$ cat src/verilog/acrb_pkg.sv
/*
  acrb_pkg: constants and carrier types for the converter configuration
  register bank. Assumes a byte-addressed register port in the clock_i
  domain, as presented by the serial frame decoder.
*/
package acrb_pkg;
  // byte addresses of the configuration registers (base of each word)
  localparam logic [5:0] ADDR_CHAIN_IDENTITY  = 6'h00;
  localparam logic [5:0] ADDR_RESET_POWER     = 6'h04;
  localparam logic [5:0] ADDR_SERIAL_PROTOCOL = 6'h08;
  localparam logic [5:0] ADDR_SERIAL_OUTPUT   = 6'h0C;
  localparam logic [5:0] ADDR_OUTPUT_WORD     = 6'h10;
  localparam logic [5:0] ADDR_INPUT_RANGE     = 6'h14;
  localparam logic [5:0] ADDR_ALARM_FLAGS     = 6'h20;
  localparam logic [5:0] ADDR_ALARM_HIGH      = 6'h24;
  localparam logic [5:0] ADDR_ALARM_LOW       = 6'h28;
  // writable byte of the identity word
  localparam logic [5:0] ADDR_CHAIN_BYTE      = 6'h02;
  // unlock sequence: byte address and key value
  localparam logic [5:0] ADDR_UNLOCK_KEY      = 6'h05;
  localparam logic [7:0] UNLOCK_KEY_VALUE     = 8'h69;
  // field positions
  localparam int CHAIN_ADDR_LSB   = 16;
  localparam int KEY_LSB          = 8;
  localparam int SUPPLY_ALARM_BIT = 5;
  localparam int INPUT_ALARM_BIT  = 4;
  localparam int RESET_CLASS_BIT  = 2;
  localparam int NAP_BIT          = 1;
  localparam int POWER_DOWN_BIT   = 0;
  localparam int PROTOCOL_LSB     = 0;
  // writable bits of the power control byte
  localparam logic [5:0] POWER_WRITE_MASK = 6'h37;
  // reset values
  localparam logic [3:0] CHAIN_ADDR_RESET = 4'h1;
  localparam logic [7:0] KEY_RESET        = 8'h00;
  localparam logic [1:0] PROTOCOL_RESET   = 2'h0;
  localparam logic [7:0] GENERIC_RESET    = 8'h00;
  localparam logic [5:0] POWER_FULL_RESET = 6'h00;
  localparam logic [5:0] POWER_APP_RESET  = 6'h04;
  // words held as plain storage here; their fields belong to other blocks
  localparam int GENERIC_WORDS = 6;

  // spi clock mode selected by the protocol field
  typedef struct packed {
    logic polarity;
    logic phase;
  } acrb_spi_mode_t;

  // byte access request from the frame decoder
  typedef struct packed {
    logic       wr_en;
    logic [5:0] addr;
    logic [7:0] wdata;
  } acrb_req_t;

  // power and alarm controls towards the converter core
  typedef struct packed {
    logic supply_alarm_disable;
    logic input_alarm_disable;
    logic reset_pin_class;
    logic nap_enable;
    logic power_down;
  } acrb_ctrl_t;
endpackage : acrb_pkg

$ cat src/verilog/acrb_bank.sv
/*
  acrb_bank: configuration register bank of the sampling converter.
  Assumes the serial frame decoder delivers one byte access per cycle
  on clock_i, write only for frames of at least 32 serial clocks, and
  switches to a new spi mode only after the frame that wrote it ends.
*/
// Overview of operation
// - nine 32-bit words at 00h-14h and 20h-28h, four bytes each.
// - byte n of a word holds bits 8n+7..8n, at base plus n.
// - reserved bits are read-only and always read back as zero.
// - chain address at identity bits 19-16, read-write, resets to 0001b.
// - key at bits 15-8 resets 00h; bits 5-0 writable only with key 69h.
// - bit 5 set disables the supply alarm; resets zero.
// - bit 4 set disables the input alarm; resets zero.
// - bit 2 clear gives full reset from pin; set clears user modes only.
// - once set, reset class stays set until power cycle.
// - bit 1 set allows nap when convert line high after conversion.
// - bit 0 set powers the converter down; clear keeps it active.
// - protocol bits 1-0 pick spi polarity and phase 00,01,10,11.
// - the chosen protocol governs both read and write frames.
// - protocol field read-write, resets 00b; other bits reserved.
// - after any reset mode 0,0; new mode applies from next frame.
`timescale 1ns/1ps
module acrb_bank (
  // clock and resets
  input  wire logic                   clock_i,
  input  wire logic                   rst_i,
  input  wire logic                   power_on_i,
  // byte access port
  input  wire acrb_pkg::acrb_req_t    req_i,
  output logic [7:0]                  rdata_o,
  // converter core controls
  input  wire logic                   convert_start_select_i,
  input  wire logic                   conversion_done_i,
  output acrb_pkg::acrb_ctrl_t        ctrl_o,
  output logic                        nap_request_o,
  output logic [3:0]                  chain_address_o,
  output acrb_pkg::acrb_spi_mode_t    spi_mode_o,
  output logic [1:0]                  serial_protocol_select_o,
  output logic                        full_reset_o
);

  typedef enum {
    ACRB_ACTIVE,
    ACRB_NAP
  } acrb_nap_t;

  // register state
  logic [3:0] chain_addr_r,  chain_addr_nxt;
  logic [7:0] unlock_key_r,  unlock_key_nxt;
  logic [5:0] power_bits_r,  power_bits_nxt;
  logic       class_sticky_r, class_sticky_nxt;
  logic [1:0] protocol_r,    protocol_nxt;
  logic [7:0] generic_r [acrb_pkg::GENERIC_WORDS*4];
  logic [7:0] generic_nxt [acrb_pkg::GENERIC_WORDS*4];
  acrb_nap_t  nap_r,         nap_nxt;
  logic [7:0] rdata_r,       rdata_nxt;

  // decode helpers
  logic [5:0] word_base;
  logic [1:0] byte_sel;
  logic       pin_full;
  logic       pin_app;
  logic       unlocked;
  logic       gen_hit;
  logic [4:0] gen_idx;
  logic       wr_identity;
  logic       wr_key;
  logic       wr_power;
  logic       wr_protocol;
  logic       wr_generic;
  logic       user_clear;

  // byte address split into word base and byte lane
  assign word_base = {req_i.addr[5:2], 2'b00};
  assign byte_sel  = req_i.addr[1:0];
  // pin reset class: full unless application class was latched
  assign pin_app   = rst_i && class_sticky_r;
  assign pin_full  = power_on_i || (rst_i && !class_sticky_r);
  assign unlocked  = (unlock_key_r == acrb_pkg::UNLOCK_KEY_VALUE);

  // write strobes, one for each writable byte and one shared by all storage words
  assign wr_identity = req_i.wr_en
                       && req_i.addr == acrb_pkg::ADDR_CHAIN_BYTE;
  assign wr_key      = req_i.wr_en
                       && req_i.addr == acrb_pkg::ADDR_UNLOCK_KEY;
  assign wr_power    = req_i.wr_en
                       && req_i.addr == acrb_pkg::ADDR_RESET_POWER;
  assign wr_protocol = req_i.wr_en
                       && req_i.addr == acrb_pkg::ADDR_SERIAL_PROTOCOL;
  assign wr_generic  = req_i.wr_en && gen_hit;
  // both reset classes clear the user fields
  assign user_clear  = pin_full || pin_app;

  // map of plain-storage words onto the generic array
  always_comb begin
    gen_hit = 1'b1;
    gen_idx = 5'h00;
    case (word_base)
      acrb_pkg::ADDR_SERIAL_OUTPUT: gen_idx = {3'h0, byte_sel};
      acrb_pkg::ADDR_OUTPUT_WORD:   gen_idx = {3'h1, byte_sel};
      acrb_pkg::ADDR_INPUT_RANGE:   gen_idx = {3'h2, byte_sel};
      acrb_pkg::ADDR_ALARM_FLAGS:   gen_idx = {3'h3, byte_sel};
      acrb_pkg::ADDR_ALARM_HIGH:    gen_idx = {3'h4, byte_sel};
      acrb_pkg::ADDR_ALARM_LOW:     gen_idx = {3'h5, byte_sel};
      default:                      gen_hit = 1'b0;
    endcase
  end

  // next chain address: only bits 3-0 of identity byte 2 are writable
  always_comb begin
    chain_addr_nxt = chain_addr_r;
    if (wr_identity) begin
      chain_addr_nxt = req_i.wdata[3:0];
    end
  end

  // chain address register, back to 0001b after either reset class
  always_ff @(posedge clock_i) begin
    if (user_clear) begin
      chain_addr_r <= acrb_pkg::CHAIN_ADDR_RESET;
    end else begin
      chain_addr_r <= chain_addr_nxt;
    end
  end

  // next key: any byte written at base plus one
  always_comb begin
    unlock_key_nxt = unlock_key_r;
    if (wr_key) begin
      unlock_key_nxt = req_i.wdata;
    end
  end

  // key register, locked again by either reset class
  always_ff @(posedge clock_i) begin
    if (user_clear) begin
      unlock_key_r <= acrb_pkg::KEY_RESET;
    end else begin
      unlock_key_r <= unlock_key_nxt;
    end
  end

  // next power bits: locked writes dropped, bits 7-6 and 3 ignored
  always_comb begin
    power_bits_nxt = power_bits_r;
    if (wr_power && unlocked) begin
      power_bits_nxt = req_i.wdata[5:0]
                       & acrb_pkg::POWER_WRITE_MASK;
      // a latched class bit cannot be written back to zero
      power_bits_nxt[acrb_pkg::RESET_CLASS_BIT] =
        req_i.wdata[acrb_pkg::RESET_CLASS_BIT] || class_sticky_r;
    end
  end

  // power bits: application reset keeps only the class bit
  always_ff @(posedge clock_i) begin
    if (pin_full) begin
      power_bits_r <= acrb_pkg::POWER_FULL_RESET;
    end else if (pin_app) begin
      power_bits_r <= acrb_pkg::POWER_APP_RESET;
    end else begin
      power_bits_r <= power_bits_nxt;
    end
  end

  // next reset class: latched by an unlocked write of bit 2
  always_comb begin
    class_sticky_nxt = class_sticky_r;
    if (wr_power && unlocked
        && req_i.wdata[acrb_pkg::RESET_CLASS_BIT]) begin
      class_sticky_nxt = 1'b1;
    end
  end

  // next protocol: only bits 1-0 of byte 0
  always_comb begin
    protocol_nxt = protocol_r;
    if (wr_protocol) begin
      protocol_nxt = req_i.wdata[1:0];
    end
  end

  // protocol register: mode 0,0 again after either reset class
  always_ff @(posedge clock_i) begin
    if (user_clear) begin
      protocol_r <= acrb_pkg::PROTOCOL_RESET;
    end else begin
      protocol_r <= protocol_nxt;
    end
  end

  // next storage bytes: all eight bits of a plain word are kept
  always_comb begin
    generic_nxt = generic_r;
    if (wr_generic) begin
      generic_nxt[gen_idx] = req_i.wdata;
    end
  end

  // storage bytes, cleared by either reset class
  always_ff @(posedge clock_i) begin
    if (user_clear) begin
      for (int i = 0; i < acrb_pkg::GENERIC_WORDS*4; i++) begin
        generic_r[i] <= acrb_pkg::GENERIC_RESET;
      end
    end else begin
      generic_r <= generic_nxt;
    end
  end

  // sticky reset class survives everything but power-on
  always_ff @(posedge clock_i) begin
    if (power_on_i) begin
      class_sticky_r <= 1'b0;
    end else begin
      class_sticky_r <= class_sticky_nxt;
    end
  end

  // nap tracking: enter after conversion with convert line high
  always_comb begin
    nap_nxt = nap_r;
    case (nap_r)
      ACRB_ACTIVE: begin
        if (power_bits_r[acrb_pkg::NAP_BIT] && conversion_done_i
            && convert_start_select_i) begin
          nap_nxt = ACRB_NAP;
        end
      end
      ACRB_NAP: begin
        if (!convert_start_select_i
            || !power_bits_r[acrb_pkg::NAP_BIT]) begin
          nap_nxt = ACRB_ACTIVE;
        end
      end
      default: nap_nxt = ACRB_ACTIVE;
    endcase
  end

  // nap state register, active after any reset
  always_ff @(posedge clock_i) begin
    if (rst_i || power_on_i) begin
      nap_r <= ACRB_ACTIVE;
    end else begin
      nap_r <= nap_nxt;
    end
  end

  // read mux: reserved bits return zero
  always_comb begin
    rdata_nxt = 8'h00;
    case (req_i.addr)
      acrb_pkg::ADDR_CHAIN_BYTE:
        rdata_nxt = {4'h0, chain_addr_r};
      acrb_pkg::ADDR_RESET_POWER:
        rdata_nxt = {2'b00, power_bits_r};
      acrb_pkg::ADDR_UNLOCK_KEY:
        rdata_nxt = unlock_key_r;
      acrb_pkg::ADDR_SERIAL_PROTOCOL:
        rdata_nxt = {6'h00, protocol_r};
      default: begin
        if (gen_hit) begin
          rdata_nxt = generic_r[gen_idx];
        end
      end
    endcase
  end

  // read data register, one cycle behind the address
  always_ff @(posedge clock_i) begin
    if (rst_i || power_on_i) begin
      rdata_r <= 8'h00;
    end else begin
      rdata_r <= rdata_nxt;
    end
  end

  // outputs towards the core and the serial front end
  assign rdata_o                  = rdata_r;
  assign chain_address_o          = chain_addr_r;
  assign serial_protocol_select_o = protocol_r;
  assign spi_mode_o = '{
    polarity: protocol_r[1],
    phase:    protocol_r[0]
  };
  assign ctrl_o = '{
    supply_alarm_disable: power_bits_r[acrb_pkg::SUPPLY_ALARM_BIT],
    input_alarm_disable:  power_bits_r[acrb_pkg::INPUT_ALARM_BIT],
    reset_pin_class:      class_sticky_r,
    nap_enable:           power_bits_r[acrb_pkg::NAP_BIT],
    power_down:           power_bits_r[acrb_pkg::POWER_DOWN_BIT]
  };
  // nap state and pin reset class towards the core
  assign nap_request_o = (nap_r == ACRB_NAP);
  assign full_reset_o  = pin_full;

endmodule : acrb_bank

$ cat config.mk
export PLATFORM = sky130hd
export DESIGN_NAME = acrb_bank
export DESIGN_NICKNAME = d
export VERILOG_FILES = /design/src/verilog/acrb_pkg.sv /design/src/verilog/acrb_bank.sv
export SDC_FILE = /design/constraint.sdc
export NUM_CORES = 1
export LEC_CHECK = 0
export BUFFER_PORTS_ARGS = -buffer_cell sky130_fd_sc_hd__buf_2
export CAP_MARGIN = 10
export CELL_PAD_IN_SITES_DETAIL_PLACEMENT = 1
export CELL_PAD_IN_SITES_GLOBAL_PLACEMENT = 2
export CORE_MARGIN = 8
export CORE_UTILIZATION = 40
export CTS_CLUSTER_SIZE = 25
export DETAILED_ROUTE_END_ITERATION = 6
export GPL_ROUTABILITY_DRIVEN = 0
export PLACE_DENSITY_LB_ADDON = 0.1
export SYNTH_ARGS = -nofsm -noshare
export SYNTH_HDL_FRONTEND = slang
export SYNTH_SLANG_ARGS = --single-unit
$ cat constraint.sdc
create_clock -name clock_i -period 4.4 [get_ports clock_i]
set_input_delay 1.32 -clock clock_i [delete_from_list [all_inputs] [get_ports clock_i]]
set_output_delay 1.32 -clock clock_i [all_outputs]
set_load 0.02 [all_outputs]
==> flow_summary.toml <==
[clock_network]
cts_tree = "yes"
htree_num_levels = 1
postCtsHoldBufs = 0
root_buffer = "clkbuf_16"
post_cts_buffers = 0
cts_resized = 0
cts_buffers = 26
clockBufferDepth = 3
path_clk_slew_ns = 0.06
clock_sinks = 221
insertion_delay_ns = 0.54

[placed_design]
hpwlAfterDp_um = 23900
pre_cts_ws_ns = 0.603
port_buffers = 42

[power_and_ir_drop]
p_leak_nw = 3.58
p_per_area_nw_per_um2 = 394
max-vdd-ir-drop_v = 0.000329

[drt]
route.detailed.drc = 0
num_vias = 9433
met1_length_um = 16700
wirelength_um = 37500
viasPerCell = 5.88
dr_wl_met3_um = 1650
dr.pass1.iters = 5
ant_nets = 0
met2WireLength_um = 17700
wl_per_cell_um = 23.3
top_layer_used = "met4"
drt-initial-drc-count = 711

[logic_synthesis]
synth_mux_area_share_pct = 5.98
synth_nets = 1306
synth_xor_area_share_pct = 0.0868
synth_sequential_area_ratio_pct = 43.9
syn-instance-count = 1286
ys_seq_elements = 221
ys_async_sr_fraction_pct = 0
ys_warn_count = 0
synth_cell_types = 60
yosysTopAreaCell = "dfxtp_1"
synth_area_leaders = "dfxtp_1 44%, a21oi_1 12%, nand3_1 10%"
synth-edff-count = 0
synth_top_flop_cell = "dfxtp_1"
synth_compound_area_share_pct = 19.6
synth_top_family_by_area = "simple AND/OR/NAND/NOR gates"
synth_top_cell_area_share_pct = 43.9
yosys.area_share.simple_pct = 24.3
synth_fa_ha_area_share_pct = 0
syn_area_um2 = 10100
syn_area_per_cell_um2 = 7.84

[setup_path]
ff2ff_path_depth = 5
crit_fanout = 26
r2r_slack_ns = 2.60
critical_path_class = "input port to flip-flop"
critPathLaunchType = "input port"
critPathRequiredTime_ns = 4.78
r2r_end = "rdata_o[6]$_SDFF_PP0_"
worstPathArrival_ns = 3.70
cp-end-kind = "flip-flop"
rr_startpoint = "generic_r[38]$_SDFFE_PP0P_"

[min_path]
min_path_type = "flip-flop to flip-flop"
hp-start = "generic_r[171]$_SDFFE_PP0P_"
holdPathEnd = "generic_r[171]$_SDFFE_PP0P_"
min_path_cells = 2

[timing]
fmax_mhz = 302
finalCriticalPeriod_ns = 3.32
setup_viol = 0
rsz0062_at_grt = "no"
fin_crit_sh_pct = 75.4
fin_ws_ns = 1.08
relSlewSlack_pct = 40.4
fin_tns_setup_ns = 0
worstMarginPinSlew_ns = 0.894
hold_viol = 0
maxSlewViolCount = 0
fin_skew_ns = 0.0210

[cells_and_area]
layout_common_cells = "244 x nand2_1, 240 x a21oi_1, 221 x dfxtp_1, 210 x nand3_1, 42 x buf_2"
nNetsFinal = 1276
fillCellCount = 3065
layout-drive-gt1-share_pct = 12.2
regArea_um2 = 4420
diodes = 0
areaGrowthSynthToFinish_pct = 11.9
multi_input_area_um2 = 5080
final_common_cell = "nand2_1"

[die]
coreArea_um2 = 25000
initial_core_util_pct = 40.4
fp.dieW_um = 175
rows = 58
fp.dieH_um = 175
ios = 43
dieArea_um2 = 30600

[run]
maxCapViolCount = 0

[global_routing]
grt_pass1_vias = 9556
grt_usage_pct = 23.9
grt_max_degree = 148
overflow = 0
grt_pass1_wl_um = 57900
antenna_found_initial = 0

[status]
status = "finished, final reports clean"
-- cells by family (layout without fill, tap and decap cells) --
family	Yosys count	in the layout
AND/OR/NAND/NOR	533	533
AO/OA/AOI/OAI	345	345
flip-flops	221	221
buffers and inverters	140	129
multiplexers	46	46
XOR/XNOR	1	1
-- flip-flops by register name, summed over array words and instances, names as in the netlist --
signal                    cells
generic_r                   192
unlock_key_r                  8
class_sticky_r                1
chain_address_o               4
rdata_o                       8
serial_protocol_select_o      2
power_bits_r                  5
nap_r                         1
-- area by class of cell --
cell class | count | area share (%)
timing repair buffer | 79 | 4.88
clock inverter | 3 | 0.488
tap | 330 | 3.66
clock buffer | 44 | 6.72
inverter | 3 | 0.0998
sequential | 221 | 39.2
multi-input combinational | 925 | 45.0
-- metal layers --
| layer | global-route usage, % | vias up |
|---|---|---|
| li1 | - | 4481 |
| met5 | 0 | - |
| met3 | 3.28 | 78 |
| met4 | 9.61 | 0 |
| met1 | 31.1 | 4656 |
| met2 | 39.4 | 218 |
-- synthesized netlist by cell type (5+ instances only) --
| master | count |
|---|---|
| clkbuf_1 | 84 |
| buf_4 | 12 |
| buf_2 | 34 |
| o211ai_1 | 8 |
| o22ai_1 | 23 |
| a22oi_1 | 8 |
| dfxtp_1 | 221 |
| nor2_1 | 33 |
| o221ai_1 | 12 |
| nand3_1 | 210 |
| a21oi_1 | 240 |
| nand2b_1 | 6 |
| mux2i_1 | 31 |
| mux4_2 | 11 |
| nor3_1 | 5 |
| nand2_1 | 244 |
| o21ai_0 | 18 |
-- worst max path at each step --
stage | slack, ns | from | cells past startpoint | end
floorplan | 1.44 | req_i[10] | 8 | generic_r[80]$_SDFFE_PP0P_
global placement | 0.62 | req_i[9] | 8 | generic_r[173]$_SDFFE_PP0P_
detailed placement | 0.60 | req_i[9] | 8 | generic_r[175]$_SDFFE_PP0P_
CTS | 1.14 | req_i[9] | 8 | generic_r[138]$_SDFFE_PP0P_
global route | 1.02 | req_i[13] | 9 | generic_r[131]$_SDFFE_PP0P_
finish | 1.08 | req_i[9] | 8 | generic_r[175]$_SDFFE_PP0P_
-- through the flow --
step	instance area (µm²)	power (mW)	cells	utilization (%)	hold slack (ns)
finish	11300	4.45	1605	45.2	0.453
CTS	11300	4.51	1605	45.2	0.452
detailed placement	10500	2.42	1558	42.0	0.444
global route	11300	4.59	1605	45.2	0.474
floorplan	10100	2.28	1286	-	0.433
global placement	10500	2.42	1558	42.0	0.438
-- power by group --
group          internal, mW  total (mW)  switching [mW]
sequential             2.01        2.01         0.00273
clock                  1.23        2.07           0.846
combinational        0.0920       0.371           0.279
-- worst max-delay path: stages --
cell and delay, ns:
buf_2 0.23, buf_4 0.42, nor2b_1 0.55, and3_2 0.40, buf_12 0.21, nand2_1 0.28
nand2_1 0.16, a21oi_1 0.08
Note: power is estimated with default switching activity, not from simulation.
